## config.mk

```make
export PLATFORM = sky130hd
export DESIGN_NAME = srmf_mode_register_four
export DESIGN_NICKNAME = d
export VERILOG_FILES = /design/src/logic/srmf_mode_register_four.v /design/src/logic/srmf_cal_decode.v
export VERILOG_INCLUDE_DIRS = /design/src /design/src/include
export SDC_FILE = /design/constraint.sdc
export NUM_CORES = 1
export LEC_CHECK = 0
export BUFFER_PORTS_ARGS = -buffer_cell sky130_fd_sc_hd__buf_2
export CORE_ASPECT_RATIO = 1.25
export CORE_MARGIN = 10
export CORE_UTILIZATION = 25
export CTS_BUF_LIST = sky130_fd_sc_hd__clkbuf_8 sky130_fd_sc_hd__clkbuf_16
export CTS_CLUSTER_SIZE = 25
export DETAILED_ROUTE_END_ITERATION = 7
export PLACE_DENSITY = 0.45
export SYNTH_ARGS = -nofsm -noshare
export SYNTH_HDL_FRONTEND = slang
export SYNTH_SLANG_ARGS = --single-unit
```

## constraint.sdc

```tcl
create_clock -name ref_clk -period 2.6 [get_ports ref_clk]
set_input_delay 0.39 -clock ref_clk [delete_from_list [all_inputs] [get_ports ref_clk]]
set_output_delay 0.39 -clock ref_clk [all_outputs]
set_load 0.1 [all_outputs]
```

## src/include/srmf_regs.vh

```
// Contract
// - MRS with select bits 20:18 = 100 loads register four; 111 never used; t_reserved sends it once.
// - bits 21:18 from BG/BA, bit 17 from A17, 13:0 from A13..A0.
// - bit 13 enables hard row repair.
// - bit 12 picks write preamble: 0 one clock, 1 two clocks.
// - bit 11 picks read preamble: 0 one clock, 1 two clocks.
// - bit 10 enables read preamble training for strobe receiver leveling.
// - bit 9 enables self refresh abort.
// - bits 8:6 give latency 0,3,4,5,6,8 clocks; 110, 111 reserved.
// - bit 5 enables soft row repair.
// - bit 3 enables temperature refresh, bit 2 picks extended range.
// - bits 4, 1, 0 enable ref monitor, max power saving, self-test repair.
// - readback page 2 location 0 bit 7 shows hard repair support.
// - readback page 2 location 0 bit 6 shows soft repair support.
// - hard repair: one row per bank, permanent.
// - soft repair: one row per bank, undone by reset, power-down, rewrite.
// - starts half rate; quarter rate needs MRS then a sync pulse.
// - with per-device addressing on, only a selected device obeys commands.
// - register three bit 3 selects gear-down: 0 half, 1 quarter rate.
// - register three bit 2 enables readback; reads return register data.
`ifndef SRMF_REGS_VH
`define SRMF_REGS_VH

`define SRMF_W              22
`define SRMF_ROW_W          14
`define SRMF_BANKS          16
`define SRMF_SEL_HI         20
`define SRMF_SEL_LO         18
`define SRMF_SEL_THREE      3'h3
`define SRMF_SEL_FOUR       3'h4
`define SRMF_SEL_DO_NOT_USE 3'h7
`define SRMF_RESET_VAL      22'h000000

`define SRMF_B_RSV_HI       21
`define SRMF_B_RSV_LO       17
`define SRMF_B_HARD         13
`define SRMF_B_WPRE         12
`define SRMF_B_RPRE         11
`define SRMF_B_RTRAIN       10
`define SRMF_B_SRABORT      9
`define SRMF_B_CAL_HI       8
`define SRMF_B_CAL_LO       6
`define SRMF_B_SOFT         5
`define SRMF_B_VREFMON      4
`define SRMF_B_TCR_EN       3
`define SRMF_B_TCR_RANGE    2
`define SRMF_B_MPS          1
`define SRMF_B_SELFTEST     0

`define SRMF_M3_PDA         4
`define SRMF_M3_GEAR        3
`define SRMF_M3_READBACK    2
`define SRMF_M3_PAGE_HI     1
`define SRMF_M3_PAGE_LO     0
`define SRMF_PAGE_TWO       2'h2
`define SRMF_LOC_ZERO       2'h0
`define SRMF_RB_HARD        7
`define SRMF_RB_SOFT        6

`define SRMF_CAL_OFF        3'h0
`define SRMF_CAL_3          3'h1
`define SRMF_CAL_4          3'h2
`define SRMF_CAL_5          3'h3
`define SRMF_CAL_6          3'h4
`define SRMF_CAL_8          3'h5
`define SRMF_CAL_RSV6       3'h6
`define SRMF_CAL_RSV7       3'h7

`define SRMF_CMD_NONE       3'h0
`define SRMF_CMD_MRS        3'h1
`define SRMF_CMD_RD         3'h2
`define SRMF_CMD_ACT        3'h3

`endif

```

## src/logic/srmf_mode_register_four.v

```verilog
`timescale 1ns/1ps
`include "srmf_regs.vh"

module srmf_mode_register_four #(
    parameter HARD_REPAIR_SUPPORTED = 1'b1,
    parameter SOFT_REPAIR_SUPPORTED = 1'b1
) (
    input  wire                   ref_clk,
    input  wire                   reset_n,
    input  wire                   por_n,
    input  wire                   clk_en,
    input  wire                   cs_n,
    input  wire                   act_n,
    input  wire                   ras_n,
    input  wire                   cas_n,
    input  wire                   we_n,
    input  wire [1:0]             bg,
    input  wire [1:0]             ba,
    input  wire                   a17,
    input  wire [13:0]            addr,
    input  wire                   device_selected,
    input  wire                   gear_sync,
    input  wire                   power_down,
    input  wire                   max_power_exit,
    input  wire                   repair_req,
    input  wire [3:0]             repair_bank,
    input  wire [`SRMF_ROW_W-1:0] repair_row,
    output wire [`SRMF_W-1:0]     mode_register_four_config,
    output wire                   hard_row_repair,
    output wire                   write_preamble_length,
    output wire                   read_preamble_length,
    output wire                   read_preamble_training,
    output wire                   self_refresh_abort,
    output wire                   soft_row_repair,
    output wire                   vref_monitor,
    output wire                   temp_refresh_en,
    output wire                   temp_refresh_extended,
    output wire                   max_power_saving,
    output wire                   selftest_row_repair,
    output reg  [3:0]             cal_cycles,
    output reg                    cal_code_illegal,
    output reg                    reserved_written,
    output reg                    quarter_rate,
    output reg                    gear_wait_sync,
    output reg                    per_device_mode,
    output reg                    readback_mode,
    output reg  [7:0]             readback_data,
    output reg                    readback_valid,
    output reg                    repair_done,
    output reg                    repair_refused,
    output reg                    row_redirect,
    output reg                    row_redirect_soft
);

    localparam ST_HALF    = 2'h0;
    localparam ST_SYNC    = 2'h1;
    localparam ST_QUARTER = 2'h2;

    function [2:0] cmd_kind;
        input c_cs_n;
        input c_act_n;
        input c_ras_n;
        input c_cas_n;
        input c_we_n;
        begin
            if (c_cs_n)
                cmd_kind = `SRMF_CMD_NONE;
            else if (!c_act_n)
                cmd_kind = `SRMF_CMD_ACT;
            else if (!c_ras_n && !c_cas_n && !c_we_n)
                cmd_kind = `SRMF_CMD_MRS;
            else if (c_ras_n && !c_cas_n && c_we_n)
                cmd_kind = `SRMF_CMD_RD;
            else
                cmd_kind = `SRMF_CMD_NONE;
        end
    endfunction

    reg  [`SRMF_W-1:0]     cf4;
    reg  [4:0]             cf3;
    reg  [1:0]             gear_state;
    reg  [1:0]             next_gear_state;
    reg  [15:0]            hard_used;
    reg  [`SRMF_ROW_W-1:0] hard_row [0:`SRMF_BANKS-1];
    reg  [15:0]            soft_valid;
    reg  [`SRMF_ROW_W-1:0] soft_row [0:`SRMF_BANKS-1];
    integer                i;
    integer                j;

    wire [2:0]             kind;
    wire                   addressed;
    wire                   awake;
    wire                   mrs_ok;
    wire [2:0]             sel;
    wire [`SRMF_W-1:0]     capture;
    wire [3:0]             bank;
    wire [3:0]             dec_cycles;
    wire                   dec_reserved;
    wire                   dec_illegal;
    wire                   hard_hit;
    wire                   soft_hit;
    wire [7:0]             page_two_loc0;

    assign kind = cmd_kind(cs_n, act_n, ras_n, cas_n, we_n);
    // an unselected device still sees the bus but must not act on it
    assign addressed = !cf3[`SRMF_M3_PDA] || device_selected;
    // max power saving: commands and repair requests are ignored until the exit request or reset
    assign awake  = !cf4[`SRMF_B_MPS];
    assign mrs_ok = (kind == `SRMF_CMD_MRS) && addressed && awake;
    assign sel    = {bg[0], ba};
    // pins to register bits; 16:14 are command pins, held zero
    assign capture = {bg, ba, a17, 3'h0, addr};
    assign bank = {bg, ba};

    assign hard_hit = hard_used[bank] && (hard_row[bank] == addr);
    assign soft_hit = soft_valid[bank] && (soft_row[bank] == addr);

    assign page_two_loc0 = {HARD_REPAIR_SUPPORTED[0],
                            SOFT_REPAIR_SUPPORTED[0], 6'h00};

    srmf_cal_decode u_cal (
        .code     (capture[`SRMF_B_CAL_HI:`SRMF_B_CAL_LO]),
        .quarter  (quarter_rate),
        .cycles   (dec_cycles),
        .reserved (dec_reserved),
        .illegal  (dec_illegal)
    );

    // register four: loaded only by its own select code
    always @(posedge ref_clk or negedge reset_n) begin
        if (!reset_n) begin
            cf4              <= `SRMF_RESET_VAL;
            cal_cycles       <= 4'h0;
            cal_code_illegal <= 1'b0;
            reserved_written <= 1'b0;
        end else if (clk_en) begin
            if (mrs_ok && sel == `SRMF_SEL_FOUR) begin
                cf4        <= capture;
                cal_cycles <= dec_cycles;
                cal_code_illegal <= dec_illegal;
                // a one in bits 21 or 17 is kept but flagged
                reserved_written <= capture[`SRMF_B_RSV_HI] |
                                    capture[`SRMF_B_RSV_LO] |
                                    dec_reserved;
            end else if (cf4[`SRMF_B_MPS] && max_power_exit) begin
                cf4[`SRMF_B_MPS] <= 1'b0;
            end
        end
    end

    // register three: loaded by its own select code; a rate change does not re-check the stored latency code
    always @(posedge ref_clk or negedge reset_n) begin
        if (!reset_n) begin
            cf3 <= 5'h00;
        end else if (clk_en) begin
            if (mrs_ok && sel == `SRMF_SEL_THREE)
                cf3 <= capture[4:0];
        end
    end

    always @* begin
        next_gear_state = gear_state;
        case (gear_state)
            ST_HALF: begin
                if (mrs_ok && sel == `SRMF_SEL_THREE &&
                    capture[`SRMF_M3_GEAR])
                    next_gear_state = ST_SYNC;
            end
            ST_SYNC: begin
                if (mrs_ok && sel == `SRMF_SEL_THREE &&
                    !capture[`SRMF_M3_GEAR])
                    next_gear_state = ST_HALF;
                else if (gear_sync)
                    next_gear_state = ST_QUARTER;
            end
            ST_QUARTER: begin
                // back to half rate is immediate: no sync is required
                if (mrs_ok && sel == `SRMF_SEL_THREE &&
                    !capture[`SRMF_M3_GEAR])
                    next_gear_state = ST_HALF;
            end
            default: next_gear_state = ST_HALF;
        endcase
    end

    always @(posedge ref_clk or negedge reset_n) begin
        if (!reset_n) begin
            gear_state      <= ST_HALF;
            quarter_rate    <= 1'b0;
            gear_wait_sync  <= 1'b0;
            per_device_mode <= 1'b0;
            readback_mode   <= 1'b0;
        end else if (clk_en) begin
            gear_state      <= next_gear_state;
            quarter_rate    <= (next_gear_state == ST_QUARTER);
            gear_wait_sync  <= (next_gear_state == ST_SYNC);
            per_device_mode <= (mrs_ok && sel == `SRMF_SEL_THREE) ?
                               capture[`SRMF_M3_PDA] : per_device_mode;
            readback_mode   <= (mrs_ok && sel == `SRMF_SEL_THREE) ?
                               capture[`SRMF_M3_READBACK] :
                               readback_mode;
        end
    end

    // readback: reads return register data rather than array data
    always @(posedge ref_clk or negedge reset_n) begin
        if (!reset_n) begin
            readback_data  <= 8'h00;
            readback_valid <= 1'b0;
        end else if (clk_en) begin
            readback_valid <= 1'b0;
            if (kind == `SRMF_CMD_RD && addressed && awake &&
                cf3[`SRMF_M3_READBACK]) begin
                readback_valid <= 1'b1;
                if (cf3[`SRMF_M3_PAGE_HI:`SRMF_M3_PAGE_LO] ==
                    `SRMF_PAGE_TWO && ba == `SRMF_LOC_ZERO)
                    readback_data <= page_two_loc0;
                else
                    readback_data <= 8'h00;
            end
        end
    end

    // fuse image: survives the command reset, cleared only at power-on
    always @(posedge ref_clk or negedge por_n) begin
        if (!por_n) begin
            hard_used <= 16'h0000;
            for (i = 0; i < `SRMF_BANKS; i = i + 1)
                hard_row[i] <= {`SRMF_ROW_W{1'b0}};
        end else if (clk_en) begin
            if (repair_req && awake && cf4[`SRMF_B_HARD] &&
                HARD_REPAIR_SUPPORTED[0] && !hard_used[repair_bank]) begin
                hard_used[repair_bank] <= 1'b1;
                hard_row[repair_bank]  <= repair_row;
            end
        end
    end

    // soft repair is volatile: lost on reset and on power-down
    always @(posedge ref_clk or negedge reset_n) begin
        if (!reset_n) begin
            soft_valid <= 16'h0000;
            for (j = 0; j < `SRMF_BANKS; j = j + 1)
                soft_row[j] <= {`SRMF_ROW_W{1'b0}};
        end else if (clk_en) begin
            if (power_down) begin
                soft_valid <= 16'h0000;
            end else if (repair_req && awake && !cf4[`SRMF_B_HARD] &&
                         cf4[`SRMF_B_SOFT] && SOFT_REPAIR_SUPPORTED[0]) begin
                // a new address in the same bank replaces the old one
                soft_valid[repair_bank] <= 1'b1;
                soft_row[repair_bank]   <= repair_row;
            end
        end
    end

    // repair outcome pulses; hard mode wins when both are enabled
    always @(posedge ref_clk or negedge reset_n) begin
        if (!reset_n) begin
            repair_done    <= 1'b0;
            repair_refused <= 1'b0;
        end else if (clk_en) begin
            repair_done    <= 1'b0;
            repair_refused <= 1'b0;
            if (repair_req) begin
                if (!awake) begin
                    repair_refused <= 1'b1;
                end else if (cf4[`SRMF_B_HARD]) begin
                    if (HARD_REPAIR_SUPPORTED[0] && !hard_used[repair_bank])
                        repair_done <= 1'b1;
                    else
                        repair_refused <= 1'b1;
                end else if (cf4[`SRMF_B_SOFT] &&
                             SOFT_REPAIR_SUPPORTED[0] && !power_down) begin
                    repair_done <= 1'b1;
                end else begin
                    repair_refused <= 1'b1;
                end
            end
        end
    end

    // activate to a repaired row is steered to the spare row
    always @(posedge ref_clk or negedge reset_n) begin
        if (!reset_n) begin
            row_redirect      <= 1'b0;
            row_redirect_soft <= 1'b0;
        end else if (clk_en) begin
            row_redirect      <= 1'b0;
            row_redirect_soft <= 1'b0;
            if (kind == `SRMF_CMD_ACT && addressed && awake) begin
                if (hard_hit) begin
                    row_redirect <= 1'b1;
                end else if (soft_hit) begin
                    row_redirect      <= 1'b1;
                    row_redirect_soft <= 1'b1;
                end
            end
        end
    end

    assign mode_register_four_config = cf4;
    assign hard_row_repair        = cf4[`SRMF_B_HARD];
    assign write_preamble_length  = cf4[`SRMF_B_WPRE];
    assign read_preamble_length   = cf4[`SRMF_B_RPRE];
    assign read_preamble_training = cf4[`SRMF_B_RTRAIN];
    assign self_refresh_abort     = cf4[`SRMF_B_SRABORT];
    assign soft_row_repair        = cf4[`SRMF_B_SOFT];
    assign vref_monitor           = cf4[`SRMF_B_VREFMON];
    assign temp_refresh_en        = cf4[`SRMF_B_TCR_EN];
    assign temp_refresh_extended  = cf4[`SRMF_B_TCR_RANGE];
    assign max_power_saving       = cf4[`SRMF_B_MPS];
    assign selftest_row_repair    = cf4[`SRMF_B_SELFTEST];

endmodule

```

## src/logic/srmf_cal_decode.v

```verilog
`timescale 1ns/1ps
`include "srmf_regs.vh"

module srmf_cal_decode (
    input  wire [2:0] code,
    input  wire       quarter,
    output reg  [3:0] cycles,
    output reg        reserved,
    output reg        illegal
);

    always @* begin
        cycles   = 4'h0;
        reserved = 1'b0;
        case (code)
            `SRMF_CAL_OFF: cycles = 4'h0;
            `SRMF_CAL_3:   cycles = 4'h3;
            `SRMF_CAL_4:   cycles = 4'h4;
            `SRMF_CAL_5:   cycles = 4'h5;
            `SRMF_CAL_6:   cycles = 4'h6;
            `SRMF_CAL_8:   cycles = 4'h8;
            default:       reserved = 1'b1;
        endcase
        // latencies 3 and 5 (codes 1 and 3) cannot align with the doubled command clock
        illegal = reserved | (quarter & ((code == `SRMF_CAL_3) |
                                         (code == `SRMF_CAL_5)));
    end

endmodule

```

After elaboration in Yosys (flattened, before gate mapping):

Index checks and enable logic that the tools add are counted.

* flip-flop bits (word level): 529
* bits of input ports: 51
* output and inout bits: 56

* equal/unequal tests: 17
* reduce and logical (&&, ||, !) cells: 50
* order comparisons: 6
* bitwise logic cells: 10
* mux-type cells: 50

Operators by type and width (number)
* $bwmux 224: 2
* $bmux 14 s4: 2
* $mux 14: 5
* $demux 14 s4: 1
* $mux 16: 2
* $or 16x16->16: 2
* $eq 14x14->1: 2
* $logic_and 1x1->1: 27
* $mux 1: 23
* $pmux 4 s5: 1
* $eq 3x2->1 const B: 5
* $bmux 1 s4: 3
* $reduce_and 2->1: 6
* $ge 5x5->1 const B: 2
* $lt 4x5->1 const B: 2
* $mux 2: 5
* $not 4->5: 2
* $eq 3x3->1 const B: 3
* $logic_not 1->1: 9
* $mux 3: 3
* $mux 8: 1
* $eq 2x2->1 const B: 3
* $eq 3x1->1 const B: 2
* $pmux 2 s3: 1
* other kinds (13): 19

Longest topological paths before layout:

Gate-level depths: netlist of run 1.

* depth in word-level cells: 15
* gate-level depth with buffers: 12

Cells and area by module:

A second synthesis of run 1 with hierarchy kept.

* cell total of the unflattened synthesis: 1673
* area, all modules: 24533.5 µm²

By module, submodules not included
* srmf_mode_register_four: cells an instance 1662, area each 24447.2 µm², seq. area each 12987.5 µm², instances 1
* srmf_cal_decode: cells an instance 11, area each 86.3 µm², seq. area each 0.0 µm², instances 1

Least setup slack after synthesis of run 1:

OpenSTA, ideal clock, no wires.

* kind: reg-to-reg
* from: register cf4[5] (netlist: mode_register_four_config[5])
* to: register soft_row[172] in the netlist's numbering
* buffers on the path: 2
* path slack: -0.534 ns
* arrival time: 3.009 ns
* required time: 2.475 ns
* clock period less this slack: 3.134 ns
* cell stages (with the launch flop): 8
* cell sequence: dfrtp_1 nor4b_1 nor2b_1 clkbuf_1 nand3_1 nor3_1 clkbuf_1 mux2_2

* cells in the longest elaborated chain, start to end: 2

RTL lines
* from (decl): RTL line srmf_mode_register_four.v:79 `` reg [`SRMF_W-1:0] cf4; ``
* from (signal assigned): RTL line srmf_mode_register_four.v:132 `` cf4 <= `SRMF_RESET_VAL; ``
* from (signal assigned): RTL line srmf_mode_register_four.v:138 `cf4 <= capture;`
* $logic_and 1x1->1: RTL line srmf_mode_register_four.v:248 `` end else if (repair_req && awake && !cf4[`SRMF_B_HARD] && ``
* $reduce_and 3->1 (no line)
* to (signal, indexed assignment): RTL line srmf_mode_register_four.v:244 `` soft_row[j] <= {`SRMF_ROW_W{1'b0}}; ``
* to (signal, indexed assignment): RTL line srmf_mode_register_four.v:252 `soft_row[repair_bank] <= repair_row;`
* to (decl): RTL line srmf_mode_register_four.v:86 `` reg [`SRMF_ROW_W-1:0] soft_row [0:`SRMF_BANKS-1]; ``

No other way between the ends.
A chain may end at the register's enable or synchronous reset.

Final worst setup path of run 1:

* from: register hard_row[172] in the netlist's numbering
* to: register row_redirect

* cells in the longest elaborated chain, start to end: 7

RTL lines
* from (decl): RTL line srmf_mode_register_four.v:84 `` reg [`SRMF_ROW_W-1:0] hard_row [0:`SRMF_BANKS-1]; ``
* from (signal, indexed assignment): RTL line srmf_mode_register_four.v:229 `` hard_row[i] <= {`SRMF_ROW_W{1'b0}}; ``
* from (signal, indexed assignment): RTL line srmf_mode_register_four.v:234 `hard_row[repair_bank] <= repair_row;`
* $bmux 14 s4: RTL line srmf_mode_register_four.v:115 `assign hard_hit = hard_used[bank] && (hard_row[bank] == addr);`
* $mux 14 (not written as such) (2 in a row): RTL line srmf_mode_register_four.v:115
* $eq 14x14->1: RTL line srmf_mode_register_four.v:115
* $logic_and 1x1->1: RTL line srmf_mode_register_four.v:115
* $mux 1: RTL line srmf_mode_register_four.v:292 `if (hard_hit) begin`
* $mux 1: RTL line srmf_mode_register_four.v:291 `` if (kind == `SRMF_CMD_ACT && addressed && awake) begin ``
* to (signal assigned): RTL line srmf_mode_register_four.v:289 `row_redirect <= 1'b0;`
* to (signal assigned): RTL line srmf_mode_register_four.v:293 `row_redirect <= 1'b1;`
* to (signal assigned): RTL line srmf_mode_register_four.v:295 `row_redirect <= 1'b1;`
* to (decl): RTL line srmf_mode_register_four.v:51 `output reg row_redirect,`

No other way between the ends. The select of a mux whose other input is x is not followed.

==> summary.txt, run 1 <==
Rows: 128
Netlist cell types: 68
R2r worst-path depth: 6
Post-DP Area: 27,800 um2
Final-report max-slew violation count: 0
GRT Total Usage: 13.9%
# port buffers: 97
Gp weighted congestion: 0.816
Vias: 15,000
P per Cell Area: 598 nW/um2
Post-DR vias/cell: 4.72
LEAKAGE: 14.4 nW
RSZ-0062 raised after global routing: true
Status: finished, violations left
IO Pins: 107
Required time of the critical path: 3.16 ns
Hold Crit Class: primary input to flip-flop
Core area: 97,200 um2
Routed WL: 77,600 um
Leading cell types in the layout, fill and taps excluded: dfrtp_1 (515), mux2_2 (476), mux4_2 (123)
1st-iter DRT viols: 865
Syn Std Cell Area: 24,500 um2
Reg2reg start: hard_row[172]
Worst-Skew Late Latency: 0.63 ns
Post-route setup slack: -0.101 ns
CTS sink count: 519
Cell area after layout: 29,700 um2
Worst-Margin Slew: 0.793 ns
Mapped Cells: 1,653
Failing checks: setup timing
Startpoint types: flip-flop
Global-route wire length before repair: 115,000 um
Core occupancy in the finished layout: 30.6%
Number of synthesized flops with an enable pin: 0
Flop-to-flop setup slack: -0.10 ns
Antenna violations before repair: 7
Final net count: 1,875
Setup CP Type: flip-flop to flip-flop
Worst setup EP type: flip-flop
Synth Area in XOR/XNOR: 1.18%
Area Growth Syn to Fin: 21.6%
# H-tree levels: 2
Syn avg cell area: 14.8 um2
Total grt overflow: 0
Slew margin rel.: 47.1%
Starting Density: 25.2%
Final Hold Fails: 0
Largest family of logic cells by synthesized area: multiplexers
Warnings, synthesis: 0
Most used DFF post-synth: dfrtp_1
Synth Area in Compound Gates: 3.13%
Seq/Total Area, Yosys: 53.1%
TritonCTS clock tree: yes
DP Worst Slack: -0.803 ns
Reg-to-reg endpoint: row_redirect
TritonCTS Buffers: 55
Crit path from: hard_row[172]
Die Y: 370 um
CP arrival: 3.26 ns
ANT nets after route: 0
Maximum number of pins on one net before global-route repair: 77
#FFs+latches synth: 519
Asr flop ratio synth: 100%
Clk slew on worst S/H paths: 0.06 ns
CP max FO: 2
CP Capture Point: row_redirect
Post-layout min period: 2.70 ns
DRC Markers: 0
Worst vdd ir: 454 uV
Setup-failing EPs final: 1
Share of cells above drive strength 1: 53.1%
Hpwl dp: 52,600 um
Max Cap Viol: 0
DR pass1 iterations: 7
Die Area: 111,000 um2
CTS Buffer Depth: 3
Clock skew: 0.0280 ns
Root Driver: clkbuf_16
Wire per inst: 24.5 um
Adder-Cell Fraction of Synth Area: 0%
Fmax: 0.370 GHz
Vias in the first global route: 16,300
Most common cell after layout, fill and taps aside: dfrtp_1
Die X: 300 um
Mux cell area share after synthesis: 35.5%
Fin crit share: 104%
Post-Synth Simple-Gate Area: 3.55%
## registers in the layout, summed over array words and instances, names as in the netlist
register and flops:
soft_valid 16, cal_cycles 4, soft_row 224, readback_valid 1, repair_refused 1, cal_code_illegal 1, hard_row 224, gear_state 2
gear_wait_sync 1, repair_done 1, reserved_written 1, row_redirect_soft 1, mode_register_four_config 19, readback_data 1, hard_used 16, quarter_rate 1
row_redirect 1, cf3 4
## final cells by class
type / instances / area (um2)
diodes: 2 / 5.00
clock buffers: 66 / 1540
clock inverters: 33 / 235
fillers: 9675 / 67500
inverters: 17 / 63.8
multi-input cells: 961 / 10800
flip-flops and latches: 519 / 13000
well taps: 1300 / 1630
repair buffers: 270 / 2460
## power by group
| group | total, W | leakage, nW | switching (W) | internal (W) |
|---|---|---|---|---|
| combinational | 0.00167 | 6.20 | 0.00116 | 0.000506 |
| sequential | 0.00830 | 7.22 | 0.0000891 | 0.00821 |
| clock | 0.00780 | 0.947 | 0.00334 | 0.00446 |
| total | 0.0178 | 14.4 | 0.00459 | 0.0132 |
## cells in the mapped netlist, types with 4 or more instances
cell type	instances	area, um2
mux2i_1	43	430
o22ai_1	7	43.8
xor2_1	10	87.6
a21o_1	10	75.1
nand2_1	47	176
dfrtp_1	519	13000
a32oi_1	4	35.0
nor4_1	7	43.8
buf_1	22	82.6
xnor2_1	23	201
mux2_2	477	5370
nor2_1	27	101
buf_2	20	100
clkbuf_1	86	323
nor2b_1	11	68.8
o2bb2ai_1	6	52.6
inv_1	14	52.6
nor3_1	10	50.1
a21oi_1	16	80.1
o31ai_1	4	30.0
nand4_1	4	25.0
buf_4	33	248
o32ai_1	4	35.0
o21ai_0	15	75.1
mux4_1	7	184
mux4_2	120	2700
nand2b_1	25	156
nand3b_1	5	37.5
nand3_1	12	60.1
## critical path, cell delays in order, from the launching register on
cell and delay [ns]:
dfrtp_1 0.38, mux4_2 0.47, mux4_2 0.49, xor2_1 0.17, or4_4 0.54, or4_4 0.46, o211ai_2 0.15
## worst min-delay path by stage
| stage | startpoint | to | slack, ns | depth (start not counted) |
|---|---|---|---|---|
| after global placement | reset_n | soft_row[110] | 0.32 | 1 |
| final | max_power_exit | mode_register_four_config[1] | 0.09 | 3 |
| after CTS | max_power_exit | mode_register_four_config[1] | 0.04 | 3 |
| after global routing | max_power_exit | mode_register_four_config[1] | 0.06 | 3 |
| after detailed placement | reset_n | soft_row[96] | 0.33 | 1 |
| after floorplan | reset_n | cal_code_illegal | 0.09 | 0 |
## metal layers
| layer | part of all wire, % | vias up | GRT usage (%) | wire length, um |
|---|---|---|---|---|
| li1 | - | 6421 | - | - |
| met1 | 45 | 8098 | 18.5 | 35000 |
| met2 | 48 | 321 | 23.0 | 37100 |
| met3 | 4.8 | 102 | 2.71 | 3730 |
| met4 | 2.1 | 14 | 3.43 | 1600 |
| met5 | 0.095 | - | 0 | 74 |
## repair_timing
item	in CTS	in global routing
buffers inserted	0	3
setup endpoints to repair	55	72
gates cloned	1	1
pin swaps	0	3
hold endpoints to repair	116	0
gates resized for setup	10	20
hold buffers	3	0
## logic make-up (layout without fill, tap and decap cells)
kind of cell              count (synthesis)  count (layout)
and+or+nand+nor                         167             167
DFF                                     519             519
AOI/OAI and AO/OA                       105             105
xor gates and xnor gates                 33              33
buffers and inverters                   181             386
muxes                                   647             647
other                                     1              11
## per-stage QoR
stage | setup TNS [ns] | total power (W) | hold WS [ns] | cells
after floorplan | -0.425 | 0.00939 | 0.0944 | 1661
after global placement | -44.67 | 0.0101 | 0.319 | 3060
final | -0.101 | 0.0178 | 0.0876 | 3168
after CTS | -0.218 | 0.0180 | 0.0440 | 3163
after global routing | -0.342 | 0.0185 | 0.0607 | 3166
after detailed placement | -40.68 | 0.0101 | 0.328 | 3060
Note: power is estimated with default switching activity, not from simulation.
==> run 2, diff against run 1 <==
--- a/config.mk
+++ b/config.mk
@@ -14,6 +14,7 @@
 export CTS_CLUSTER_SIZE = 25
 export DETAILED_ROUTE_END_ITERATION = 7
 export PLACE_DENSITY = 0.45
+export SKIP_LAST_GASP = 1
 export SYNTH_ARGS = -nofsm -noshare
 export SYNTH_HDL_FRONTEND = slang
 export SYNTH_SLANG_ARGS = --single-unit
==> run 2 against run 1 <==
Compared with the run above:
- the flow still finishes with violations (setup timing)
- wire length is 0.12% lower
- register-to-register slack hardly changed
- critical path depth stayed put
- maximum frequency is 0.32% lower
- combinational power hardly changed
- non-clock buffer count stayed put
- worst setup slack worse by 0.0086 ns
- clock skew hardly changed
- utilization hardly changed
- die area stayed put
- clock power hardly changed
- critical path type unchanged
- critical endpoint unchanged
- largest cell class unchanged
- highest routed layer unchanged
==> summary.txt, run 2 (synthesis gave the netlist of run 1 again) <==
Fmax: 0.369 GHz (was 0.370 GHz)
Total area of sequential cells: 13,000 um2 (unchanged)
Post-DP Area: 27,800 um2 (unchanged)
DR pass1 iterations: 6 (was 7)
Multi-input gate area: 10,800 um2 (unchanged)
LEAKAGE: 14.4 nW (about the same)
Leading cell types in the layout, fill and taps excluded: dfrtp_1 (515), mux2_2 (476), mux4_2 (123) (unchanged)
Clock skew: 0.0277 ns (was 0.0280 ns)
CP arrival: 3.27 ns (was 3.26 ns)
Clk slew on worst S/H paths: 0.06 ns (about the same)
Area Growth Syn to Fin: 21.6% (about the same)
CP max FO: 2 (unchanged)
Final Hold Fails: 0 (unchanged)
CTS sink count: 519 (unchanged)
WP buf/inv: 0 (unchanged)
Worst-Skew Late Latency: 0.63 ns (about the same)
Filler cells: 9,678 (was 9,675)
Final-report max-slew violation count: 0 (unchanged)
Setup CP Type: flip-flop to flip-flop (unchanged)
Share of cells above drive strength 1: 53.1% (unchanged)
Required time of the critical path: 3.16 ns (about the same)
RSZ-0062 raised after global routing: true (unchanged)
Vias in the first global route: 16,300 (unchanged)
Worst-Margin Slew: 0.797 ns (was 0.793 ns)
Cell area after layout: 29,700 um2 (about the same)
Antenna violations before repair: 7 (unchanged)
TritonCTS Buffers: 55 (unchanged)
Max Cap Viol: 0 (unchanged)
Final net count: 1,875 (unchanged)
Die X: 300 um (unchanged)
# port buffers: 97 (unchanged)
P per Cell Area: 597 nW/um2 (was 598 nW/um2)
Hold Slack: 0.0894 ns (was 0.0876 ns)
Post-layout min period: 2.71 ns (was 2.70 ns)
Worst vdd ir: 451 uV (was 454 uV)
Post-route setup slack: -0.110 ns (was -0.101 ns)
Crit-path cells: mux4_2, mux4_2, xor2_1, or4_4, or4_4, o211ai_2 (unchanged)
Hpwl dp: 52,600 um (unchanged)
Starting Density: 25.2% (unchanged)
Die Y: 370 um (unchanged)
Startpoint types: flip-flop (unchanged)
Most common cell after layout, fill and taps aside: dfrtp_1 (unchanged)
GRT Total Usage: 13.9% (unchanged)
Setup TNS: -0.110 ns (was -0.101 ns)
Worst setup EP type: flip-flop (unchanged)
Wire per inst: 24.4 um (was 24.5 um)
Failing checks: setup timing (unchanged)
R2r worst-path depth: 6 (unchanged)
TritonCTS clock tree: yes (unchanged)
Root Driver: clkbuf_16 (unchanged)
Crit path depth: 6 (unchanged)
Slowest CP cell: or4_4 (unchanged)
Hold Crit Class: primary input to flip-flop (unchanged)
Status: finished, violations left (unchanged)
# H-tree levels: 2 (unchanged)
Vias: 15,000 (about the same)
IO Pins: 107 (unchanged)
1st-iter DRT viols: 896 (was 865)
Core area: 97,200 um2 (unchanged)
Routed WL: 77,500 um (was 77,600 um)
Crit-path max cell delay: 0.54 ns (about the same)
Cell count of the worst hold path: 3 (unchanged)
CTS Buffer Depth: 3 (unchanged)
Setup-failing EPs final: 1 (unchanged)
Maximum number of pins on one net before global-route repair: 77 (unchanged)
Delay-heaviest family, CP: simple AND/OR/NAND/NOR gates (unchanged)
Post-DR vias/cell: 4.73 (was 4.72)
DRC Markers: 0 (unchanged)
Global-route wire length before repair: 115,000 um (unchanged)
Rows: 128 (unchanged)
ANT nets after route: 0 (unchanged)
Gp weighted congestion: 0.816 (unchanged)
Die Area: 111,000 um2 (unchanged)
Slew margin rel.: 46.9% (was 47.1%)
Fin crit share: 104% (about the same)
Total grt overflow: 0 (unchanged)
==> run 2: layer usage <==
metal | share of wire (%) | GRT usage [%] | up-vias
li1 | - | - | 6421
met1 | 45 | 18.5 | 8090
met2 | 48 | 23.0 | 342
met3 | 5.0 | 2.71 | 102
met4 | 2.1 | 3.43 | 14
met5 | 0.10 | 0 | -
==> run 2: where the power goes <==
group	switching, W	internal, W	leakage, nW
clock network	0.00334	0.00446	0.947
registers	0.0000884	0.00821	7.22
logic	0.00116	0.000506	6.19
total	0.00458	0.0132	14.4
==> run 2: layout make-up <==
| cell class | instances | area share [%] |
|---|---|---|
| clock inverters | 33 | 0.791 |
| repair buffers | 270 | 8.26 |
| flip-flops and latches | 519 | 43.7 |
| clock buffers | 66 | 5.18 |
| multi-input cells | 961 | 36.3 |
| diodes | 2 | 0.0168 |
| well taps | 1300 | 5.47 |
| inverters | 17 | 0.215 |
==> run 2: final timing paths <==
| check | start | endpoint | slack, ns |
|---|---|---|---|
| max | hard_row[172] | row_redirect | -0.11 |
| min | max_power_exit | mode_register_four_config[1] | 0.09 |
| max reg2reg | hard_row[172] | row_redirect | -0.11 |
| min reg2reg | mode_register_four_config[20] | mode_register_four_config[20] | 0.46 |
| max in group asynchronous | por_n | hard_row[11] | 1.49 |
| min in group asynchronous | reset_n | soft_row[40] | 0.25 |
==> run 2: through the flow <==
stage          utilization [%]  worst slack (ns)  cells  power [W]
2_1_floorplan                -            -0.142   1661    0.00939
3_3_place_gp              28.6            -0.786   3060     0.0101
3_5_place_dp              28.6            -0.803   3060     0.0101
4_1_cts                   30.5            -0.125   3163     0.0180
5_1_grt                   30.6            -0.147   3166     0.0185
6_report                  30.6            -0.110   3168     0.0178
==> run 2: repair_timing <==
action | 4_1_cts | 5_1_grt
cloned | 1 | 1
buffers inserted | 0 | 3
endpoints found under the setup margin | 55 | 72
gates resized for setup | 10 | 16
hold endpoints to repair | 116 | 0
pin swaps | 0 | 3
hold buffers | 3 | 0
==> run 2: worst register-to-register path, delay by kind of cell (launching register included) <==
family | cells | cell delay (ns)
DFF | 1 | 0.38
and+or+nand+nor | 2 | 1.00
AOI/OAI and AO/OA | 1 | 0.15
xor gates and xnor gates | 1 | 0.17
muxes | 2 | 0.96
